**config.mk**
```make
export PLATFORM = sky130hd
export DESIGN_NAME = rx_link_regs
export DESIGN_NICKNAME = d
export VERILOG_FILES = /design/src/rx_link_regs_pkg.sv /design/src/rx_link_regs.sv
export SDC_FILE = /design/constraint.sdc
export NUM_CORES = 1
export LEC_CHECK = 0
export ABC_AREA = 1
export BUFFER_PORTS_ARGS = -buffer_cell sky130_fd_sc_hd__buf_4
export CORE_AREA = 2 2 473 475
export CTS_BUF_LIST = sky130_fd_sc_hd__clkbuf_8
export CTS_CLUSTER_DIAMETER = 200
export DETAILED_ROUTE_END_ITERATION = 8
export DIE_AREA = 0 0 475 477
export GPL_ROUTABILITY_DRIVEN = 1
export SLEW_MARGIN = 30
export SYNTH_ARGS = -nofsm -noshare
export SYNTH_HDL_FRONTEND = slang
export SYNTH_SLANG_ARGS = --single-unit
```
**constraint.sdc**
```tcl
create_clock -name mclk -period 4.7 [get_ports mclk]
set_input_delay 0 -clock mclk [delete_from_list [all_inputs] [get_ports mclk]]
set_output_delay 0 -clock mclk [all_outputs]
set_load 0.01 [all_outputs]
```
**src/rx_link_regs_pkg.sv**
```systemverilog
/*
  Constants, field layout and carrier types for the receive-side lane 7
  and link control register bank.
  Assumes a 32-bit Avalon-MM slave port with byte addressing.
*/
package rx_link_regs_pkg;

  // ---------------------------------------------------------------
  // widths
  // ---------------------------------------------------------------
  localparam int unsigned ADDR_W     = 8;
  localparam int unsigned DATA_W     = 32;
  localparam int unsigned BE_W       = 4;
  localparam int unsigned LANES      = 8;
  localparam int unsigned LANE_IDX_W = 3;
  localparam int unsigned CFG_WORDS  = 4;
  localparam int unsigned WORD_IDX_W = 2;
  localparam int unsigned ERR_W      = 8;
  localparam int unsigned SEL_W      = 4;

  // ---------------------------------------------------------------
  // offsets
  // ---------------------------------------------------------------
  localparam logic [ADDR_W-1:0] LANE7_CTRL_OFS = 8'h20;
  localparam logic [ADDR_W-1:0] LINK_CTRL_OFS  = 8'h50;
  localparam logic [ADDR_W-1:0] REINIT_EN_OFS  = 8'h78;
  localparam logic [ADDR_W-1:0] CFG_WORD0_OFS  = 8'hA0;

  // ---------------------------------------------------------------
  // field positions
  // ---------------------------------------------------------------
  localparam int unsigned LANE_INV_BIT   = 0;
  localparam int unsigned LANE_OFF_BIT   = 1;
  localparam int unsigned LANE_SPARE_BIT = 2;
  localparam int unsigned SEL_LO_BIT     = 7;
  localparam int unsigned SPARE0_BIT     = 11;
  localparam int unsigned REINIT_DIS_BIT = 12;
  localparam int unsigned SPARE1_BIT     = 13;
  localparam int unsigned SPARE4_BIT     = 16;
  localparam int unsigned CODE_GRP_BIT   = 0;
  localparam logic [LANE_IDX_W-1:0] LANE_SEVEN = 3'h7;

  // ---------------------------------------------------------------
  // reset values and writable masks
  // ---------------------------------------------------------------
  localparam logic [DATA_W-1:0] LANE7_CTRL_RST  = 32'h0000_0004;
  localparam logic [DATA_W-1:0] LANE7_CTRL_MASK = 32'h0000_0007;
  localparam logic [DATA_W-1:0] LINK_CTRL_RST   = 32'h0000_0000;
  localparam logic [DATA_W-1:0] LINK_CTRL_MASK  = 32'h0001_FF80;
  localparam logic [DATA_W-1:0] REINIT_EN_RST   = 32'h0000_00FF;
  localparam logic [DATA_W-1:0] REINIT_EN_MASK  = 32'h0000_00FF;
  localparam logic [ERR_W-1:0]  CODE_GRP_ONLY   = 8'h01;

  // ---------------------------------------------------------------
  // carriers
  // ---------------------------------------------------------------
  typedef struct packed {
    logic              read;
    logic              write;
    logic [ADDR_W-1:0] address;
    logic [DATA_W-1:0] writedata;
    logic [BE_W-1:0]   byteenable;
  } avs_req_t;

  typedef struct packed {
    logic              waitrequest;
    logic [DATA_W-1:0] readdata;
  } avs_rsp_t;

  typedef struct packed {
    logic                             valid;
    logic [CFG_WORDS-1:0][DATA_W-1:0] words;
  } lane_cfg_t;

endpackage

```
**src/rx_link_regs.sv**
```systemverilog
/*
  Lane 7 control, link control and per-error reinit enable registers,
  plus per-lane capture of alignment configuration words.
  Assumes all inputs are synchronous to mclk and a master that holds
  its request until waitrequest is low.
*/
// Decided for this implementation: the Avalon-MM slave port.
`timescale 1ns/1ps
`default_nettype none

module rx_link_regs
  import rx_link_regs_pkg::*;
(
  input  wire logic                  mclk,
  input  wire logic                  srst,
  input  wire avs_req_t              avs_req,
  output avs_rsp_t                   avs_rsp,
  input  wire logic [DATA_W-1:0]     rx_lane7_in,
  output logic      [DATA_W-1:0]     rx_lane7_out,
  input  wire logic [LANES-2:0]      other_lane_power_off,
  output logic      [LANES-1:0]      lane_power_off,
  input  wire lane_cfg_t [LANES-1:0] cfg_in,
  input  wire logic [ERR_W-1:0]      err_in,
  output logic                       link_reinit_req
);

  // ---------------------------------------------------------------
  // helpers
  // ---------------------------------------------------------------
  function automatic logic hit(input logic [ADDR_W-1:0] a,
                               input logic [ADDR_W-1:0] ofs);
    hit = (a[ADDR_W-1:2] == ofs[ADDR_W-1:2]);
  endfunction

  function automatic logic [DATA_W-1:0] merge(input logic [DATA_W-1:0] old,
                                              input logic [DATA_W-1:0] wd,
                                              input logic [BE_W-1:0]   be,
                                              input logic [DATA_W-1:0] fm);
    logic [DATA_W-1:0] m;
    m     = {{8{be[3]}}, {8{be[2]}}, {8{be[1]}}, {8{be[0]}}} & fm;
    merge = (old & ~m) | (wd & m);
  endfunction

  // ---------------------------------------------------------------
  // bus slave: one wait state per access
  // ---------------------------------------------------------------
  logic              ack_r;
  logic [DATA_W-1:0] rdata_r;
  logic [DATA_W-1:0] rdata_nxt;
  logic [DATA_W-1:0] lane7_ctrl_r;
  logic [DATA_W-1:0] link_ctrl_r;
  logic [DATA_W-1:0] reinit_en_r;
  logic [CFG_WORDS-1:0][DATA_W-1:0] cfg_store_r [LANES];

  wire req_any  = avs_req.read | avs_req.write;
  wire wr_acc   = avs_req.write & ack_r;
  wire hit_lane = hit(avs_req.address, LANE7_CTRL_OFS);
  wire hit_link = hit(avs_req.address, LINK_CTRL_OFS);
  wire hit_rein = hit(avs_req.address, REINIT_EN_OFS);
  wire hit_cfg  = (avs_req.address[ADDR_W-1:4] == CFG_WORD0_OFS[ADDR_W-1:4]);

  wire [SEL_W-1:0]      sel      = link_ctrl_r[SEL_LO_BIT +: SEL_W];
  wire                  sel_ok   = (sel < SEL_W'(LANES));
  wire [LANE_IDX_W-1:0] sel_idx  = sel[LANE_IDX_W-1:0];
  wire [WORD_IDX_W-1:0] word_idx = avs_req.address[2 +: WORD_IDX_W];
  wire [DATA_W-1:0]     cfg_word = sel_ok ? cfg_store_r[sel_idx][word_idx]
                                          : '0;

  // unmapped addresses read zero; reserved bits are already zero
  assign rdata_nxt = hit_lane ? lane7_ctrl_r :
                     hit_link ? link_ctrl_r  :
                     hit_rein ? reinit_en_r  :
                     hit_cfg  ? cfg_word     : '0;

  assign avs_rsp = '{waitrequest: req_any & ~ack_r, readdata: rdata_r};

  always_ff @(posedge mclk)
  begin
    if (srst)
    begin
      ack_r   <= 1'b0;
      rdata_r <= '0;
    end
    else
    begin
      ack_r <= req_any & ~ack_r;
      if (avs_req.read & ~ack_r)
        rdata_r <= rdata_nxt;
    end
  end

  // ---------------------------------------------------------------
  // control registers
  // ---------------------------------------------------------------
  always_ff @(posedge mclk)
  begin
    if (srst)
    begin
      lane7_ctrl_r <= LANE7_CTRL_RST;
      link_ctrl_r  <= LINK_CTRL_RST;
      reinit_en_r  <= REINIT_EN_RST;
    end
    else if (wr_acc)
    begin
      if (hit_lane)
        lane7_ctrl_r <= merge(lane7_ctrl_r, avs_req.writedata,
                              avs_req.byteenable, LANE7_CTRL_MASK);
      if (hit_link)
        link_ctrl_r <= merge(link_ctrl_r, avs_req.writedata,
                             avs_req.byteenable, LINK_CTRL_MASK);
      if (hit_rein)
        reinit_en_r <= merge(reinit_en_r, avs_req.writedata,
                             avs_req.byteenable, REINIT_EN_MASK);
    end
  end

  // ---------------------------------------------------------------
  // lane 7 datapath and power-off export
  // ---------------------------------------------------------------
  wire invert = lane7_ctrl_r[LANE_INV_BIT];

  always_ff @(posedge mclk)
  begin
    if (srst)
    begin
      rx_lane7_out   <= '0;
      lane_power_off <= '0;
    end
    else
    begin
      rx_lane7_out   <= rx_lane7_in ^ {DATA_W{invert}};
      // vector feeds transport layer lane drop and reset masking
      lane_power_off <= {lane7_ctrl_r[LANE_OFF_BIT],
                         other_lane_power_off};
    end
  end

  // ---------------------------------------------------------------
  // link reinit gating
  // ---------------------------------------------------------------
  wire             reinit_dis = link_ctrl_r[REINIT_DIS_BIT];
  wire [ERR_W-1:0] permit     = reinit_dis ? CODE_GRP_ONLY : '1;
  wire [ERR_W-1:0] err_live   = err_in & reinit_en_r[ERR_W-1:0] & permit;

  always_ff @(posedge mclk)
  begin
    if (srst)
      link_reinit_req <= 1'b0;
    else
      link_reinit_req <= |err_live;
  end

  // ---------------------------------------------------------------
  // per-lane configuration capture
  // ---------------------------------------------------------------
  generate
    for (genvar i = 0; i < LANES; i++)
    begin : g_cap
      always_ff @(posedge mclk)
      begin
        if (srst)
          cfg_store_r[i] <= '0;
        else if (cfg_in[i].valid)
          cfg_store_r[i] <= cfg_in[i].words;
      end
    end
  endgenerate

  wire wr_lane = wr_acc & hit_lane & avs_req.byteenable[0];
  wire rd_cfg  = ack_r & avs_req.read & hit_cfg;
endmodule // rx_link_regs

`default_nettype wire

```
==> results.md, run 1 <==
Floorplan:
- Measured along the y axis, the die boundary spans approximately 480 um.
- The initial utilization of the core area, before any placement, comes to 23.8%.
- The die is approximately 480 um wide.
- The site row count is ~170.
- roughly 1.2k I/O pins were placed.

Synthesis:
- The commonest cells after synthesis are nor2_1, inv_1, edfxtp_1, nand2_1, o21ai_0.
- The post-synthesis area per instance is ~9.0 um^2.
- Synthesis produced around 5.9k cells.
- Summed over all instances, the cell type with the most area after synthesis is edfxtp_1.
- Sequential cells were found to cover 62.0% of the synthesized design area.
- The number of register bits inferred by synthesis is between 1k and 1.5k.
- The mapped cell area is about 53000 um^2.
- Yosys printed 0 warnings.
- The number of nets handed over by synthesis was about 7k.
- The top cell type by area accounts for approximately three fifths of the synthesized area.
- The number of different library cells used by synthesis comes to 29.
- The leading register cell type out of synthesis is edfxtp_1.
- After synthesis, the share of flip-flops with an asynchronous set or reset is 0%.
- After synthesis, the cell types taking the most area are edfxtp_1, nor2_1, inv_1, nand2_1, o21ai_0.
- The most instantiated library cell after synthesis is nor2_1.
- The count of flip-flops with a built-in enable after synthesis is between 1k and 1.5k.

Placement:
- The final HPWL from detailed placement is about 190000 um.
- The count of buffers from port buffering is around 1.2k.
- The weighted congestion reported at the end of routability-driven placement is slightly above 0.9.

CTS:
- The H-tree depth reported by CTS is 4.
- Gates resized during post-CTS repair numbered 0.
- The number of hold-repair buffers added at the cts stage is 2031.
- The maximum count of clock buffers along a single path is 3.
- The total clock sinks is roughly 1.1k.
- The cell at the root of the clock tree is clkbuf_8.
- Buffers added to address setup during post-CTS repair amount to 0.
- The number of buffers added by the clock tree synthesis step is around 200.

Run status:
- The tool reported: "[ERROR RSZ-0060] Max buffer count reached".
- The last stage reached is clock tree synthesis (4_1_cts).
- The flow did not finish.
cell families after synthesis:
family / count (synthesis) / share of synthesized area (%)
AND/OR/NAND/NOR: 2504 / 18.5
buffers and inverters: 1503 / 11.5
flip-flops: 1122 / 62.0
AO/OA/AOI/OAI: 699 / 7.52
XOR/XNOR: 32 / 0.531
per-stage QoR:
stage	setup WS (ps)	instances	area, um^2
2_1_floorplan	2180	5860	52800
3_3_place_gp	1450	9779	65100
3_5_place_dp	1450	9781	65100
==> run 2, diff against run 1 <==
--- a/config.mk
+++ b/config.mk
@@ -7,12 +7,11 @@
 export LEC_CHECK = 0
 export ABC_AREA = 1
 export BUFFER_PORTS_ARGS = -buffer_cell sky130_fd_sc_hd__buf_4
-export CORE_AREA = 2 2 473 475
-export CTS_BUF_LIST = sky130_fd_sc_hd__clkbuf_8
-export CTS_CLUSTER_DIAMETER = 200
+export CORE_AREA = 2 2 464 466
 export DETAILED_ROUTE_END_ITERATION = 8
-export DIE_AREA = 0 0 475 477
+export DIE_AREA = 0 0 466 468
 export GPL_ROUTABILITY_DRIVEN = 1
+export PLACE_DENSITY_LB_ADDON = 0.15
 export SLEW_MARGIN = 30
 export SYNTH_ARGS = -nofsm -noshare
 export SYNTH_HDL_FRONTEND = slang
==> run 2 against run 1 <==
Effect of this change:
- the flow now finishes without violations
- synthesized cell count is the same
- area after synthesis is the same
==> results.md, run 2 <==
Global route:
- The wire length of the first global-routing pass is 393000 um.
- Entering global routing, the biggest net connects around 150 pins.
- The number of antenna violations at the first check in global routing is 40.
- The residual overflow from global routing is 0.
- Global routing used about a quarter of the available tracks across all layers.
- The number of global-route vias before repair is about 52k.

Synthesis:
- The number of warnings printed during yosys synthesis is 0.
- After synthesis, flip-flops and latches occupy about three fifths of the total area.
- Sorting the synthesized cells by area gives the leading types as edfxtp_1, nor2_1, inv_1, nand2_1, o21ai_0.
- The count of flip-flops with a built-in enable after synthesis is 1024.
- nor2_1 is the most common cell in the netlist.
- The cell type with the highest aggregate area in the netlist is edfxtp_1.
- The share of Yosys cell area claimed by the top area cell type is around three fifths.
- The number of standard cells after synthesis is slightly below 6k.
- The leading register cell type out of synthesis is edfxtp_1.
- The number of nets in the synthesized netlist is 6987.
- The number of unique standard cell types used by synthesis is 29.
- In this run the mean area of a mapped cell was roughly 9.0 um^2.
- The mapped cell area is approximately 53000 um^2.
- Counting flops and latches in the post-synthesis netlist gives ~1.1k.
- In the synthesized netlist, the cells that appear most often are nor2_1, inv_1, edfxtp_1, nand2_1, o21ai_0.
- The fraction of registers with async set or reset after synthesis is 0%.

Power and ir drop:
- The ratio of total power to cell area is between 300 and 400 nW/um^2.
- The analysis attributes to cell leakage a power of ~0.038 uW.
- VDD sags by at most 0.328 mV.

Drt:
- The total number of vias is just over 50k.
- After detailed routing, the average wire length per cell comes to 25.6 um.
- The number of nets still failing antenna checks after routing is 0.
- For this run, the detailed router's first-pass iteration total came to 5.
- For this run, design rule violations remaining after detail routing come to 0.
- The wire length after detailed routing is 287000 um.
- Dividing the detail-routed via count by the number of cells gives 4.54.
- The number of DRC markers in iteration 0 is between 4k and 5k.

Final layout:
- The leading cell type in the layout, fill and taps excluded is nor2_1.
- The number of non-filler instances in the completed layout is approximately 11k.
- In the final layout, the registers with the most flip-flops are cfg_store_r (1024), rdata_r (32), rx_lane7_out (32).
- The library cells used most frequently in the layout, excluding fill and tap cells, are nor2_1, dlygate4sd3_1, buf_4.
- From synthesis to final layout, the design area changed by 56.6%.
- Counting flops per register, the top entry is cfg_store_r.
- The number of fill cells is between 20k and 25k.
- Of the cells placed in the final design, the portion with a size suffix greater than 1 is between 15 and 20%.
- The final layout contains 9394 nets.
- The combined area of the multi-input logic cells is between 10000 and 15000 um^2.
- The area occupied by registers is 32700 um^2.
- The number of flip-flops under the largest register name is between 1k and 1.5k.

CTS:
- Buffers inserted during clock tree synthesis total about 140.
- The total clock sinks is roughly 1.1k.
- The post-CTS setup-driven buffer insertion count is 0.
- The clock passes through at most 3 buffers.
- The later pin in the worst-skew pair is clocked with a latency of roughly 790 ps.
- The TritonCTS clock tree is built.
- The H-tree depth reported by CTS is 4.
- The number of gates resized after CTS was 0.
- After clock tree synthesis, the clock-pin slew on the worst setup and hold paths is about 60 ps.
- The cell sitting at the root of the clock tree is a clkbuf_16.
- The number of hold-repair buffers added at the cts stage is 1332.

Critical path:
- The kind of critical path is primary input to register.
- STA puts the critical path data required time at around 5400 ps.
- The cell that appears most often on the critical path is dlygate4sd3_1.
- The critical path contains buffers and inverters numbering 6 combined.
- The largest delay contributor family on the critical path is buffers and inverters.
- STA classifies the critical path endpoint as a register.
- For this design, the slowest cell found on the critical path is nor2_1.
- The data arrival time of the critical path is approximately 4500 ps.
- STA classifies the critical path startpoint as a primary input.
- For this run, the slowest stage of the critical path takes 720 ps.
- The signal on the critical path passes through dlygate4sd3_1 > buf_4 > inv_2 > nand2_1 > inv_2 > nand3_1 > nor2_1 > nand2_1 > dlygate4sd3_1 > o211ai_1 > dlygate4sd3_1.
- The worst-path maximum fanout is 20.

STA:
- The maximum achievable frequency is ~270 MHz.
- The number of max-slew violations in the final report is 0.
- The clock period could shrink to 3730 ps.
- After routing, the total negative slack on setup checks comes to 0 ps.
- The clock skew after layout is between 20 and 30 ps.
- Measured against its own limit, the worst slew margin works out to 35.7%.
- Once routing completed, OpenROAD measured the worst setup slack at 967 ps.
- At the pin with the least slew margin, the transition time is just under 1000 ps.
- Setup violations remaining at the end of the flow were counted as 0.
- Setup repair after global routing left no endpoint under its margin.
- The final critical path takes up between 70% and 80% of the cycle.
- The final number of hold-violating endpoints was 0.

Placement:
- The count of buffers added on input and output ports is 1182.
- The weighted congestion reported at the end of routability-driven placement is around 0.90.
- In this run, placement finished with an instance count of roughly 9.6k.
- The pre-CTS setup slack is 1380 ps.
- Once detailed placement completed, the half-perimeter wirelength came to approximately 190000 um.

Floorplan:
- During I/O placement, the number of pins put on the boundary was 1201.
- In this run the vertical extent of the chip is approximately 470 um.
- The area of the die is about 220000 um^2.
- The total core area is between 200000 and 250000 um^2.
- The horizontal die dimension is roughly 470 um.
- In this run the core area contains between 150 and 200 standard-cell rows.
- The initial core utilization is about a quarter.

Worst hold path:
- In this run the worst hold path is classified as primary input to register.

Run status:
- The run finished with clean final reports.

Job:
- The max capacitance violation total is 0.
-- run 2: power by group --
part           switching, uW  internal [uW]  total [uW]
clock network           4610           6050       10700
logic                   1850           1710        3560
registers                207          11700       11900
-- run 2: metrics by stage --
stage,power (uW),hold WS (ps),util (%),instance area [um^2]
floorplan,13000,107,-,52800
global placement,14800,210,30.4,64900
detailed placement,14800,215,30.4,64900
CTS,26300,0.361,38.7,82600
global route,27000,39.0,38.7,82600
finish,26100,33.2,38.7,82600
-- run 2: layout make-up --
| class | instances | share of cell area (%) |
|---|---|---|
| Sequential cell | 1122 | 39.6 |
| Antenna cell | 19 | 0.0576 |
| Multi-Input combinational cell | 3235 | 17.1 |
| Tap cell | 2838 | 4.30 |
| Timing Repair Buffer | 2609 | 28.4 |
| Clock buffer | 197 | 4.65 |
| Inverter | 1157 | 5.29 |
| Clock inverter | 57 | 0.592 |
-- run 2: worst register-to-register path, cell delays in order (launching register included) --
cell and delay (ps):
dfxtp_4 710, buf_12 560, buf_4 680, o21ai_0 170, o211ai_1 450, nand3_1 280, nand2_1 140, nand2_1 70
nand2_1 70, nand2_1 40, a21oi_1 140
-- run 2: cell families (layout without fill, tap and decap cells) --
kind of cell | count (synthesis) | in the layout | synth area share [%]
buf+inv | 1503 | 4020 | 11.5
simple gates | 2504 | 2504 | 18.5
other cells | 0 | 19 | 0
flops | 1122 | 1122 | 62.0
compound gates | 699 | 699 | 7.52
xor+xnor | 32 | 32 | 0.531
-- run 2: per-layer routing --
layer / routed length (um) / global-route usage (%) / up-vias
met5: 152 / 0 / -
met4: 14700 / 12.1 / 24
met3: 16600 / 3.87 / 491
met2: 135000 / 42.3 / 2118
met1: 121000 / 32.5 / 25100
li1: - / - / 23300
-- run 2: path summary, 6_finish.rpt --
| kind | slack (ps) | startpoint | cells past startpoint | end |
|---|---|---|---|---|
| worst max-delay path | 970 | avs_req[38] | 11 | register |
| worst min-delay path | 30 | avs_req[39] | 5 | rdata_r[3] |
| worst max register to register | 1310 | register | 10 | rdata_r[25] |
| worst min register to register | 470 | link_ctrl_r[8] | 2 | register |
Power figures use the tool's default switching activity.
==> run 3, diff against run 2 <==
==> constraint.sdc (replaced) <==
create_clock -name mclk -period 3.35 [get_ports mclk]
set_input_delay 0 -clock mclk [delete_from_list [all_inputs] [get_ports mclk]]
set_output_delay 0 -clock mclk [all_outputs]
set_load 0.01 [all_outputs]
==> run 3 against run 2 <==
Effect of this change:
- via count is 0.22% higher
- non-clock buffer count is 83 higher
- clock skew is 1.6 ps lower
- cell count is 0.77% higher
- power is 41% higher
- first-iteration DRC count is 4.9% lower
- largest cell class unchanged
- utilization is 0.43 points higher
==> results.md, run 3 (synthesis gave the netlist of run 2 again) <==
CTS:
- After clock tree synthesis, the setup repair step added 0 buffers.
- The later pin in the worst-skew pair is clocked with a latency of a little under 800 ps.
- The number of buffers added by the clock tree synthesis step is 140.
- The maximum count of clock buffers along a single path is 3.
- The H-tree depth reported by CTS is 4.
- The cell sitting at the root of the clock tree is a clkbuf_16.
- The total clock sinks is 1122.
- The clock transition at the register clock pins on the worst setup and hold paths after CTS is 60 ps.
- TritonCTS built the clock tree.

Critical path:
- The slowest stage cell on the critical path is dlygate4sd3_1.
- The worst-path maximum fanout is between 50 and 60.
- The kind of critical path is register to register.
- The type of element capturing the critical path is a register.
- In this design, the stage delay of the slowest critical-path cell is approximately 570 ps.
- The data arrival time of the critical path is between 3000 and 4000 ps.
- Counting both buffers and inverters, the worst setup path holds a total of 3.
- Data on the critical path is required at its endpoint by approximately 4000 ps.
- The element type at the critical path start is a register.
- The flop-to-flop setup slack is between 100 and 150 ps.
- The most prevalent standard cell on the critical path is nand2_1.
- The largest delay contributor family on the critical path is buffers and inverters.
- Walking the worst path, the cells encountered are inv_8 > buf_4 > nor2_1 > o211ai_1 > nand3_1 > nand2_1 > nand2_1 > nand2_1 > nand2_1 > dlygate4sd3_1 > a21oi_1.

Final layout:
- The cell area after layout is around 84000 um^2.
- The post-route netlist has 18.9% of its cells at a drive strength greater than 1.
- Leaving out fill and tap cells, the most frequent cell in the layout is nor2_1.
- Leaving out fill and tap cells, the most frequent cells in the layout are nor2_1, dlygate4sd3_1, buf_4.
- In the final layout, the registers with the most flip-flops are cfg_store_r (1024), rdata_r (32), rx_lane7_out (32).
- The register with the most flip-flops in the final layout is cfg_store_r.
- Leaving out filler cells and counting taps, the final layout contains roughly 11k.
- The area added between synthesis and finish is 58.3%.
- The number of flip-flops under the largest register name is a little over 1k.
- The post-layout net count is between 9k and 10k.

Global route:
- Entering global routing, the biggest net connects about 110 pins.
- Global routing used 25.7% of the available tracks across all layers.
- The met2 routing resource usage after global routing is 43.8%.
- The number of antenna violations at the first check in global routing is 31.
- Global routing used between 30% and 40% of the available met1 tracks.
- Summed over all layers, the global routing overflow is 0.
- The met3 track demand over resource in global routing is 3.84%.
- The global routing stage identified its most utilized layer as met2.
- The first global-routing pass estimated 396000 um of wire.
- The number of global-route vias before repair was about 53k.

Power and ir drop:
- IR analysis of the VDD net gives a maximum drop of between 0.4 and 0.5 mV.
- The ratio of total power to cell area is about 440 nW/um^2.
- The leakage power of the design is around 0.039 uW.
- The design draws between 30000 and 40000 uW.

Placement:
- In this run the tool buffered the top-level ports with 1182 buffer cells.
- The final HPWL from detailed placement is roughly 200000 um.
- After detailed placement, the design holds a cell count of 9725.
- The area of placed instances is between 60000 and 70000 um^2.
- The weighted congestion reported at the end of routability-driven placement is 0.891.

Floorplan:
- For this configuration, the core starts out at a cell density of 24.7%.
- The area of the die is about 220000 um^2.
- The site row count is 170.
- The total I/O pin count is roughly 1.2k.
- The die is around 470 um tall.
- The horizontal die dimension is between 400 and 500 um.
- The total area inside the core boundary comes to about 210000 um^2.

STA:
- The remaining max-slew budget at the tightest pin is 37.2%.
- Setup repair after global routing left no endpoint under its margin.
- Of the available clock period, the critical path in the final layout requires between 90% and 100%.
- The maximum achievable frequency is between 300 and 400 MHz.
- For the pin with the worst max-slew slack, the measured transition is 942 ps.
- The worst hold slack is about 50 ps.
- On the final layout, the worst clock skew is 26.6 ps.
- The setup violation total in the final timing report is 0.
- The clock period minus worst slack is roughly 3200 ps.
- The final number of hold-violating endpoints is 0.
- The sum of negative setup slack is 0 ps.
- The number of max-slew violations in the final report is 0.

Drt:
- The number of DRC markers in iteration 0 is between 4k and 5k.
- The detail-routed net length per standard cell is about 26 um.
- For this run, design rule violations remaining after detail routing come to 0.
- The total number of vias is ~50k.
- Using the TritonRoute via totals, the vias-per-cell ratio works out to 4.52.
- The number of detailed-routing iterations run before antenna repair is 6.
- In this run the remaining antenna-violating nets after routing total 0.
- For this block, the routed nets add up to 289000 um of wire.

Run status:
- The flow ran to the end, and the final reports show no timing, DRC or antenna violations.

Worst hold path:
- The type of the most critical hold path is primary input to register.

Job:
- The max capacitance violation total is 0.
-- run 3: worst paths after layout --
path / startpoint / endpoint / cells past startpoint
worst min-delay path: cfg_in[1031] / cfg_store_r[7][36] / 3
worst max-delay path: register / rdata_r[25] / 11
worst min register to register: rdata_r[8] / rdata_r[8] / 2
worst max register to register: register / rdata_r[25] / 11
-- run 3: worst min-delay path, cell delays in order --
cell     delay (ps)
buf_4           100
nand2_4         310
nor2_1          240
-- run 3: report_power, final --
| group | internal (uW) | total, uW | switching, uW |
|---|---|---|---|
| registers | 16400 | 16700 | 308 |
| clock network | 8710 | 15200 | 6450 |
| logic | 2450 | 5070 | 2620 |
| total | 27600 | 37000 | 9380 |
-- run 3: area by class of cell --
class	instances	area [um^2]
fill	21400	130000
sequential	1122	32700
timing repair buffer	2692	24300
multi-input combinational	3235	14100
inverter	1157	4370
clock buffer	187	3800
tap	2838	3550
clock inverter	68	647
antenna	22	55.1
-- run 3: repair_timing --
action,CTS,global route
endpoints found under the setup margin,0,1
hold endpoints to repair,1150,2
hold buffers,1318,1
gates resized for setup,0,1
-- run 3: through the flow --
stage               util, %  worst slack [ps]
finish                 39.2               127
global route           39.1              30.4
CTS                    39.1               150
detailed placement     30.9               488
global placement       30.9               411
floorplan                 -               832
-- run 3: metal layers --
| metal | part of all wire [%] | vias up |
|---|---|---|
| met5 | 0.050 | - |
| met4 | 4.6 | 26 |
| met3 | 5.7 | 415 |
| met2 | 48 | 2086 |
| met1 | 41 | 25200 |
| li1 | - | 23500 |
